File: src/common/fweg_map.svh
// Purpose: Register addresses, field positions, key codes and reset values
// Assumes: Special-function-register bus with 8-bit addresses and pages
// Notes:   Definitions only
`ifndef FWEG_MAP_SVH
`define FWEG_MAP_SVH

// ==========================================================================
// Register map
`define FWEG_PSC_ADDR      8'h8f
`define FWEG_PSC_PAGE      8'h00
`define FWEG_KEY_ADDR      8'hb7
`define FWEG_PSC_RESET     2'h0

// ==========================================================================
// Field positions
`define FWEG_WE_BIT        0
`define FWEG_EE_BIT        1
`define FWEG_UPPER_ZERO    6'h00

// ==========================================================================
// Key codes and lock-state readback codes
`define FWEG_KEY_FIRST     8'ha5
`define FWEG_KEY_SECOND    8'hf1
`define FWEG_CODE_LOCKED   2'h0
`define FWEG_CODE_FIRST    2'h1
`define FWEG_CODE_OPEN     2'h2
`define FWEG_CODE_DISABLED 2'h3
`define FWEG_ERASE_DATA    8'h00
`define FWEG_RDATA_RESET   8'h00
`define FWEG_XADDR_W       16

`endif

File: src/common/fweg_pkg.sv
// Purpose: Types shared by the flash write/erase gate
// Assumes: fweg_map.svh supplies the external address width
// Notes:   Structs carry grouped bus signals
`include "fweg_map.svh"

package fweg_pkg;

    // ======================================================================
    // Lock state, one-hot
    typedef enum logic [3:0] {
        FWEG_LOCKED   = 4'h1,
        FWEG_FIRST    = 4'h2,
        FWEG_OPEN     = 4'h4,
        FWEG_DISABLED = 4'h8
    } fweg_lock_t;

    // ======================================================================
    // Bus carriers
    typedef struct packed {
        logic       wr;
        logic       rd;
        logic [7:0] addr;
        logic [7:0] page;
        logic [7:0] wdata;
    } fweg_sfr_req_t;

    typedef struct packed {
        logic                       wr;
        logic [`FWEG_XADDR_W-1:0]   addr;
        logic [7:0]                 data;
    } fweg_xdata_t;

    typedef struct packed {
        logic                       prog;
        logic                       erase;
        logic [`FWEG_XADDR_W-1:0]   addr;
        logic [7:0]                 data;
    } fweg_flash_cmd_t;

endpackage

File: src/hw/fweg_gate.sv
// Purpose: Steers external-data writes to flash program or page erase,
//          guarded by enable bits and a two-step lock-and-key register
// Assumes: Inputs synchronous to clock; flash_done pulses once per operation
// Notes:   One operation per unlock; misuse locks out until sys_rst
//
// Overview of operation
// - Control register bits 7:2 always read zero and writes to them are dropped.
// - With erase and write enables set, an external-data write erases the addressed page.
// - The data byte of an erasing external-data write is ignored.
// - With write enable set and erase enable clear, an external-data write programs one byte.
// - While write enable is set, external-data writes go to flash instead of data space.
// - Byte writes are blocked with write enable clear, erasure with erase enable clear.
// - Writes and erases are permitted only after key 0xa5 then key 0xf1 is written.
// - Permission is revoked when the next single flash operation completes.
// - A key write that breaks the sequence locks flash out until device reset.
// - A flash operation attempted without permission also locks flash out until reset.
// - Writing any value but the first key from the locked state forces the lockout.
// - Key register reads return lock state in bits 1:0: locked, first, open, disabled.
// - The key register decodes at its address on every register page.
// - The control register decodes at its address only while page zero is selected.
`timescale 1ns/10ps
`include "fweg_map.svh"

module fweg_gate (
    // Clock and reset
    input  wire logic                      clock,
    input  wire logic                      sys_rst,
    // Special-function-register bus
    input  wire fweg_pkg::fweg_sfr_req_t   sfr_req,
    output      logic [7:0]                sfr_rdata,
    // External-data write cycles from the core
    input  wire fweg_pkg::fweg_xdata_t     xdata_req,
    // Flash array
    output      fweg_pkg::fweg_flash_cmd_t flash_cmd,
    input  wire logic                      flash_done,
    // External data memory
    output      fweg_pkg::fweg_xdata_t     xram_cmd
);
    import fweg_pkg::*;

    // ======================================================================
    // Decode helpers
    function automatic logic [1:0] lock_code(input fweg_lock_t st);
        case (st)
            FWEG_FIRST:    lock_code = `FWEG_CODE_FIRST;
            FWEG_OPEN:     lock_code = `FWEG_CODE_OPEN;
            FWEG_DISABLED: lock_code = `FWEG_CODE_DISABLED;
            default:       lock_code = `FWEG_CODE_LOCKED;
        endcase
    endfunction

    function automatic logic psc_hit(input fweg_sfr_req_t r);
        psc_hit = (r.addr == `FWEG_PSC_ADDR) && (r.page == `FWEG_PSC_PAGE);
    endfunction

    function automatic logic key_hit(input fweg_sfr_req_t r);
        key_hit = (r.addr == `FWEG_KEY_ADDR);
    endfunction

    // ======================================================================
    // State
    logic       write_enable;
    logic       erase_enable;
    logic       busy;
    fweg_lock_t lock_state;
    fweg_lock_t next_lock;

    logic psc_wr;
    logic key_wr;
    logic flash_try;
    logic flash_ok;

    assign psc_wr    = sfr_req.wr && psc_hit(sfr_req);
    assign key_wr    = sfr_req.wr && key_hit(sfr_req);
    assign flash_try = xdata_req.wr && write_enable;
    // Busy counts as no permission: the single grant is already in use
    assign flash_ok  = flash_try && (lock_state == FWEG_OPEN) && !busy;

    // ======================================================================
    // Program-store control register
    always_ff @(posedge clock) begin
        if (sys_rst) begin
            {erase_enable, write_enable} <= `FWEG_PSC_RESET;
        end else if (psc_wr) begin
            // Upper six bits have no storage at all
            write_enable <= sfr_req.wdata[`FWEG_WE_BIT];
            erase_enable <= sfr_req.wdata[`FWEG_EE_BIT];
        end
    end

    // ======================================================================
    // Lock-and-key state machine
    always_comb begin
        next_lock = lock_state;
        case (lock_state)
            FWEG_LOCKED: begin
                // A try beats a same-cycle key write: never permitted here
                if (flash_try) begin
                    next_lock = FWEG_DISABLED;
                end else if (key_wr) begin
                    if (sfr_req.wdata == `FWEG_KEY_FIRST) begin
                        next_lock = FWEG_FIRST;
                    end else begin
                        next_lock = FWEG_DISABLED;
                    end
                end
            end
            FWEG_FIRST: begin
                if (flash_try) begin
                    next_lock = FWEG_DISABLED;
                end else if (key_wr) begin
                    if (sfr_req.wdata == `FWEG_KEY_SECOND) begin
                        next_lock = FWEG_OPEN;
                    end else begin
                        next_lock = FWEG_DISABLED;
                    end
                end
            end
            FWEG_OPEN: begin
                if (key_wr) begin
                    next_lock = FWEG_DISABLED;
                end else if (flash_try && busy) begin
                    next_lock = FWEG_DISABLED;
                end else if (busy && flash_done) begin
                    next_lock = FWEG_LOCKED;
                end
            end
            default: begin
                // Only sys_rst leaves this state
                next_lock = FWEG_DISABLED;
            end
        endcase
    end

    always_ff @(posedge clock) begin
        if (sys_rst) begin
            lock_state <= FWEG_LOCKED;
        end else begin
            lock_state <= next_lock;
        end
    end

    // ======================================================================
    // Operation in flight, closed by the flash array
    always_ff @(posedge clock) begin
        if (sys_rst) begin
            busy <= 1'b0;
        end else if (flash_ok) begin
            busy <= 1'b1;
        end else if (flash_done) begin
            busy <= 1'b0;
        end
    end

    // ======================================================================
    // Flash command issue
    always_ff @(posedge clock) begin
        if (sys_rst) begin
            flash_cmd <= '0;
        end else begin
            flash_cmd.prog  <= flash_ok && !erase_enable;
            flash_cmd.erase <= flash_ok && erase_enable;
            flash_cmd.addr  <= xdata_req.addr;
            // Erase selects by address only; data is forced quiet
            flash_cmd.data  <= erase_enable ? `FWEG_ERASE_DATA : xdata_req.data;
        end
    end

    // ======================================================================
    // Normal data-space path
    always_ff @(posedge clock) begin
        if (sys_rst) begin
            xram_cmd <= '0;
        end else begin
            xram_cmd.wr   <= xdata_req.wr && !write_enable;
            xram_cmd.addr <= xdata_req.addr;
            xram_cmd.data <= xdata_req.data;
        end
    end

    // ======================================================================
    // Register readback, one cycle after the read strobe
    always_ff @(posedge clock) begin
        if (sys_rst) begin
            sfr_rdata <= `FWEG_RDATA_RESET;
        end else if (sfr_req.rd) begin
            if (psc_hit(sfr_req)) begin
                sfr_rdata <= {`FWEG_UPPER_ZERO, erase_enable, write_enable};
            end else if (key_hit(sfr_req)) begin
                sfr_rdata <= {`FWEG_UPPER_ZERO, lock_code(lock_state)};
            end else begin
                sfr_rdata <= `FWEG_RDATA_RESET;
            end
        end
    end
endmodule // fweg_gate

File: config.mk
export PLATFORM = sky130hd
export DESIGN_NAME = fweg_gate
export DESIGN_NICKNAME = d
export VERILOG_FILES = /design/src/common/fweg_pkg.sv /design/src/hw/fweg_gate.sv
export VERILOG_INCLUDE_DIRS = /design/src /design/src/common
export SDC_FILE = /design/constraint.sdc
export NUM_CORES = 1
export LEC_CHECK = 0
export BUFFER_PORTS_ARGS = -buffer_cell sky130_fd_sc_hd__buf_2
export CAP_MARGIN = 5
export CELL_PAD_IN_SITES_DETAIL_PLACEMENT = 1
export CELL_PAD_IN_SITES_GLOBAL_PLACEMENT = 1
export CORE_MARGIN = 2
export CORE_UTILIZATION = 31
export CTS_CLUSTER_SIZE = 24
export DETAILED_ROUTE_END_ITERATION = 8
export PLACE_DENSITY_LB_ADDON = 0.15
export SYNTH_ARGS = -nofsm -noshare
export SYNTH_HDL_FRONTEND = slang
export SYNTH_SLANG_ARGS = --single-unit
File: constraint.sdc
create_clock -name clock -period 3.9 [get_ports clock]
set_input_delay 0.195 -clock clock [delete_from_list [all_inputs] [get_ports clock]]
set_output_delay 0.195 -clock clock [all_outputs]
set_load 0.02 [all_outputs]
==> summary.txt, run 1 <==
STA
  • Skew final: 0.006847 ns
  • Relative slew slack: 0.5663
  • Min Tclk post-route: 1.693 ns
  • Hold Fails Final Rpt: 0
  • WHS: approximately 0.11 ns
  • RSZ-0062 raised after global routing: false
  • Fin. max-slew vios: 0
  • Tcrit/Tclk final: 0.4341
  • Worst-Margin Slew: 0.6506 ns
  • PnR worst setup slack: 2.207 ns
  • Final setup fails: 0
  • Setup TNS: 0 ns
  • Max Fclk: 0.5906 GHz

Place
  • Final GP Congestion: between 0.7 and 0.8
  • Dpl hpwl: 3.252 mm
  • PortBufs: 106
  • Post-Place Setup Slack: 2.137 ns

Detailed routing
  • Wirelength per Cell: between 10 and 15 um
  • DR vias: around 1500
  • TritonRoute pass-1 iters: 4
  • DRC Markers: 0
  • Via density: 4.530
  • 1st-iter DRT viols: 24
  • Routed WL: 4.119 mm
  • Final ANT Viol Nets: 0

Critical path
  • CP Cell Sequence: or2_2, nor4_1, o2111ai_1, a221oi_2
  • CP arrival: 1.90 ns
  • Critical path class: reg -> reg
  • Cells on worst reg2reg path: 4
  • Worst EP required: between 4 and 5 ns
  • Crit. End Element: flop
  • Largest stage delay, worst path: 0.45 ns
  • CP max FO: 5
  • Worst Setup Start Kind: flop
  • Slowest CP cell: nor4_1

Yosys
  • Netlist cell types: about 40
  • Synth top area cells: dfxtp_1 51%, nor2b_1 12%, buf_4 9.6%
  • YS warnings: 0
  • Synth top area share: 0.5142
  • Mapped Area: 0.001713 mm^2
  • Synth Register Bits: 44
  • Synth Instances: 164
  • Post-synthesis sequential area ratio: 0.5142
  • Syn Area/Cell: roughly 10 um^2
  • Top cell type by total area after synthesis: dfxtp_1

Finish
  • Synth-to-Final Area Change: 32.07%
  • Ant. Diodes: 0
  • Fin util: 0.4185
  • Net count, final: 309
  • Share of layout cells above drive strength 1: 0.4727
  • Commonest non-fill, non-tap cells in the layout: 106 x buf_2, 44 x dfxtp_1, 32 x nor2b_1, 6 x conb_1, 6 x clkbuf_8
  • Leading cell type in the layout, fill and taps excluded: buf_2

Clock network
  • Setup bufs post-CTS: 0
  • Clk buf depth: 2
  • CTS Root Cell: clkbuf_8
  • H-tree depth: 2
  • Clock Latency Late Sink: ~0.29 ns
  • Num CTS Buffers: 5
  • Clock Pin Slew Worst Setup and Hold Paths: 0.08 ns
  • Post-CTS Hold Fix Bufs: 0
  • CTS resizes: 0
  • Clk sinks: 44
  • TritonCTS clock tree: built

Power and ir drop
  • Lkg Pwr: 1.077 nW
  • Final Total Pwr: 0.0009006 W
  • Max VDD drop: 0.0001388 V
  • PwrDens: 398.1 mW/mm^2

Flow run
  • Max-Cap Viols: 0

Die
  • Chip Width: 78.34 um
  • Initial core utilization: 0.3169
  • Die footprint: 0.006136 mm^2
  • Core region area: 0.005405 mm^2
  • Ports: 113
  • Rows: 27
  • Die height: a little under 80 um

Worst hold path
  • Worst hold path type: in -> reg
  • Hold depth: 2

Outcome
  • Status: complete, no violations

Global route
  • Initial antenna violation count: 0
  • Largest net degree at the start of global routing: 37
  • Tot GR Track Use: 0.1386
  • First-pass GRT wire length: about 6.5 mm
  • Vias in the first global route: 1439
  • Grt ovf: 0
[state kept, by name, indices dropped and copies added, names as in the netlist]
signal / flops
busy: 1
erase_enable: 1
flash_cmd: 10
lock_state: 4
sfr_rdata: 2
write_enable: 1
xram_cmd: 25
[final timing paths]
path | from | to | slack [ns]
worst max-delay path | lock_state[2]$_SDFFE_PP0P_ | lock_state[1]$_SDFFE_PP0P_ | 2.21
worst min register to register | write_enable$_SDFFE_PP0P_ | xram_cmd[24]$_SDFF_PP0_ | 0.48
worst max register to register | lock_state[2]$_SDFFE_PP0P_ | lock_state[1]$_SDFFE_PP0P_ | 2.21
worst min-delay path | xdata_req[11] | xram_cmd[11]$_SDFF_PP0_ | 0.11
[logic make-up after synthesis]
family,after synthesis,share of synthesized area
flops,44,0.5142
compound gates,14,0.06647
xor+xnor,3,0.01534
simple gates,73,0.2856
mux,1,0.006574
other cells,1,0.002189
buf+inv,28,0.1096
[area by class of cell]
| type | instances | area [um^2] |
|---|---|---|
| fill | 661 | 3143 |
| sequential | 44 | 880.8 |
| multi-input combinational | 97 | 663.1 |
| timing repair buffer | 106 | 530.5 |
| tap | 72 | 90.09 |
| clock buffer | 7 | 86.33 |
| clock inverter | 1 | 7.507 |
| inverter | 1 | 3.754 |
[worst max-delay path: cells and delay by family, from the launching register on]
family	cells	cell delay, ns
simple gates	2	0.78
compound gates	2	0.46
flops	1	0.36
[power by group]
| part | total [W] | switching [W] | internal [W] |
|---|---|---|---|
| clock network | 0.000288 | 0.000144 | 0.000144 |
| registers | 0.000480 | 0.00000980 | 0.000470 |
| logic | 0.000132 | 0.0000768 | 0.0000554 |
| total | 0.000901 | 0.000231 | 0.000670 |
[through the flow]
stage                     instances  cell area [um^2]
final                           328              2262
after global routing            328              2262
after CTS                       328              2262
after detailed placement        320              2168
after global placement          320              2168
after floorplan                 169              1732
[Yosys cell counts]
master and n:
a2111o_1 1, a2111oi_0 1, a211oi_1 2, a21o_1 1, a21oi_1 2, a221o_1 1
a221oi_2 1, a311oi_1 2, and2_1 2, and3_4 1, and4_2 1, and4bb_1 1
buf_4 22, clkbuf_1 5, conb_1 1, dfxtp_1 44, inv_1 1, mux2_2 1
nand2_1 3, nand2b_1 1, nand3_1 4, nand3b_1 1, nand4_1 3, nand4b_1 2
nor2_1 4, nor2b_1 32, nor3_1 2, nor3_2 1, nor3b_1 2, nor4_1 3
nor4b_1 2, o2111ai_1 1, o21ai_1 2, or2_2 1, or3_1 1, or4_1 1
or4_4 2, or4b_1 1, or4bb_1 2, xnor2_1 2, xor2_1 1
[metal layers]
layer	vias to the layer above	track usage	part of all wire
li1	723	-	-
met1	682	0.1484	0.40
met2	76	0.2526	0.51
met3	5	0.04138	0.079
met4	0	0.05789	0.013
met5	-	0	0
Note: power is estimated with default switching activity, not from simulation.
==> run 2, diff against run 1 <==
- CORE_UTILIZATION: 31 -> 29
- clock period: 3.9 -> 1.6 ns (I/O delays scaled with it)
==> summary.txt, run 2 (same netlist as run 1, synthesis figures left out) <==
STA
  • Worst-Margin Slew: 0.6454 ns (was 0.6506 ns)
  • RSZ-0062 raised after global routing: false (unchanged)
  • PnR worst setup slack: 0.1055 ns (was 2.207 ns)
  • Tcrit/Tclk final: 0.9341 (was 0.4341)
  • Max Fclk: 0.6691 GHz (was 0.5906 GHz)
  • Fin. max-slew vios: 0 (unchanged)
  • Min Tclk post-route: 1.495 ns (was 1.693 ns)
  • Final setup fails: 0 (unchanged)
  • Skew final: 0.006568 ns (was 0.006847 ns)
  • Hold Fails Final Rpt: 0 (unchanged)
  • Relative slew slack: 0.5697 (was 0.5663)

Detailed routing
  • 1st-iter DRT viols: 16 (was 24)
  • Routed WL: 4.177 mm (was 4.119 mm)
  • Via density: 4.415 (was 4.530)
  • Wirelength per Cell: 12.04 um (was 12.56 um)
  • TritonRoute pass-1 iters: 4 (unchanged)
  • DR vias: 1532 (was 1486)
  • Final ANT Viol Nets: 0 (unchanged)
  • DRC Markers: 0 (unchanged)

Place
  • Post-Place Setup Slack: -0.03285 ns (was 2.137 ns)
  • Final GP Congestion: 0.6804 (was 0.7487)
  • Placed insts: 327 (was 320)
  • Dpl hpwl: 3.253 mm (was 3.252 mm)
  • PortBufs: 106 (unchanged)

Finish
  • Post-route insts no fill: 347 (was 328)
  • Max reg flops: 25 (unchanged)
  • Fill cells: 682 (was 661)
  • Reg with most FFs: xram_cmd (unchanged)
  • Leading cell type in the layout, fill and taps excluded: buf_2 (unchanged)
  • Share of layout cells above drive strength 1: 0.4691 (was 0.4727)
  • Commonest non-fill, non-tap cells in the layout: 106 x buf_2, 44 x dfxtp_1, 32 x nor2b_1, 12 x dlygate4sd3_1, 7 x buf_4 (was 106 x buf_2, 44 x dfxtp_1, 32 x nor2b_1, 6 x conb_1, 6 x clkbuf_8)
  • Net count, final: 328 (was 309)
  • Synth-to-Final Area Change: 43.32% (was 32.07%)
  • Area of the multi-input gates: 669.4 um^2 (was 663.1 um^2)
  • Ant. Diodes: 0 (unchanged)
  • Top Registers: xram_cmd x25, flash_cmd x10, lock_state x4 (unchanged)
  • Register area: 880.8 um^2 (unchanged)

Global route
  • Grt ovf: 0 (unchanged)
  • First-pass GRT wire length: 6.492 mm (was 6.548 mm)
  • Initial antenna violation count: 0 (unchanged)
  • Tot GR Track Use: 0.1300 (was 0.1386)
  • Largest net degree at the start of global routing: 37 (unchanged)
  • Vias in the first global route: 1470 (was 1439)

Power and ir drop
  • PwrDens: 951.1 mW/mm^2 (was 398.1 mW/mm^2)
  • Max VDD drop: 0.0003755 V (was 0.0001388 V)
  • Lkg Pwr: 1.174 nW (was 1.077 nW)
  • Final Total Pwr: 0.002335 W (was 0.0009006 W)

Critical path
  • CP max FO: 3 (was 5)
  • Critical path class: reg -> reg (unchanged)
  • Critical register-to-register path startpoint: lock_state[2]$_SDFFE_PP0P_ (unchanged)
  • Worst Setup Start Kind: flop (unchanged)
  • Crit path launch: lock_state[2]$_SDFFE_PP0P_ (unchanged)
  • CP arrival: 1.70 ns (was 1.90 ns)
  • Crit. End Element: flop (unchanged)
  • Worst EP required: 1.80 ns (was 4.10 ns)

Worst hold path
  • Hold Path Origin: xdata_req[9] (was xdata_req[11])
  • Worst hold path type: in -> reg (unchanged)

Die
  • Initial core utilization: 0.3054 (was 0.3169)
  • Ports: 113 (unchanged)
  • Rows: 27 (unchanged)
  • Die height: 80.86 um (was 78.34 um)
  • Chip Width: 80.86 um (was 78.34 um)
  • Die footprint: 0.006538 mm^2 (was 0.006136 mm^2)
  • Core region area: 0.005608 mm^2 (was 0.005405 mm^2)

Flow run
  • Max-Cap Viols: 0 (unchanged)

Clock network
  • Clock Latency Late Sink: 0.29 ns (about the same)
  • Setup bufs post-CTS: 0 (unchanged)
  • Clk buf depth: 2 (unchanged)
  • Clk sinks: 44 (unchanged)
  • CTS Root Cell: clkbuf_8 (unchanged)
  • H-tree depth: 2 (unchanged)
  • Clock Pin Slew Worst Setup and Hold Paths: 0.07 ns (was 0.08 ns)
  • TritonCTS clock tree: built (unchanged)
  • Num CTS Buffers: 5 (unchanged)

Outcome
  • Status: complete, no violations (unchanged)
## run 2: changes by cell type in the layout (fill, tap and decap cells not counted)
cell,delta
buf_4,+7
bufinv_16,+1
clkbuf_8,-1
clkinv_2,+1
clkinvlp_4,-1
dlygate4sd3_1,+12
nor4_1,-1
nor4_2,+1
## run 2: final cells by class
cell class / instances / share of cell area
Sequential cell: 44 / 0.3588
Timing Repair Buffer: 125 / 0.2864
Multi-Input combinational cell: 97 / 0.2727
Tap cell: 72 / 0.03670
Clock buffer: 6 / 0.02956
Clock inverter: 2 / 0.01427
Inverter: 1 / 0.001529
## run 2: final timing paths
check	to	slack, ns	depth (start not counted)
min	xram_cmd[9]$_SDFF_PP0_	0.01	2
max reg2reg	lock_state[1]$_SDFFE_PP0P_	0.11	5
max	lock_state[1]$_SDFFE_PP0P_	0.11	5
min reg2reg	sfr_rdata[1]$_SDFFE_PP0P_	0.49	2
## run 2: report_power, final
group | total [W] | internal (W) | switching [W]
Sequential | 0.00117 | 0.00115 | 0.0000206
Clock | 0.000813 | 0.000463 | 0.000350
Combinational | 0.000355 | 0.000160 | 0.000195
## run 2: what timing repair did
item | CTS | global route
setup endpoints to repair | 0 | 1
hold buffers | 12 | 0
endpoints found under the hold margin | 12 | 0
resized for setup | 0 | 1
## run 2: critical path, stage by stage, from the launching register on
cell	delay (ns)
dfxtp_1	0.31
or2_2	0.33
nor4_2	0.26
buf_4	0.16
o2111ai_1	0.13
a221oi_2	0.23
## run 2: per-stage QoR
step                        util  hold slack [ns]  cell area, um^2  TNS (ns)
final                     0.4378         0.009639             2455         0
after global routing      0.4378         0.002813             2455         0
after CTS                 0.4366         0.005631             2449         0
after detailed placement  0.3960           0.2962             2221  -0.06973
after global placement    0.3960           0.2871             2221  -0.02550
after floorplan                -           0.1591             1732         0
## run 2: layer usage
layer / vias up / wire (um) / global-route usage
li1: 759 / - / -
met1: 690 / 1737 / 0.1456
met2: 75 / 1990 / 0.2231
met3: 8 / 360 / 0.04111
met4: 0 / 89 / 0.06271
met5: - / 0 / 0
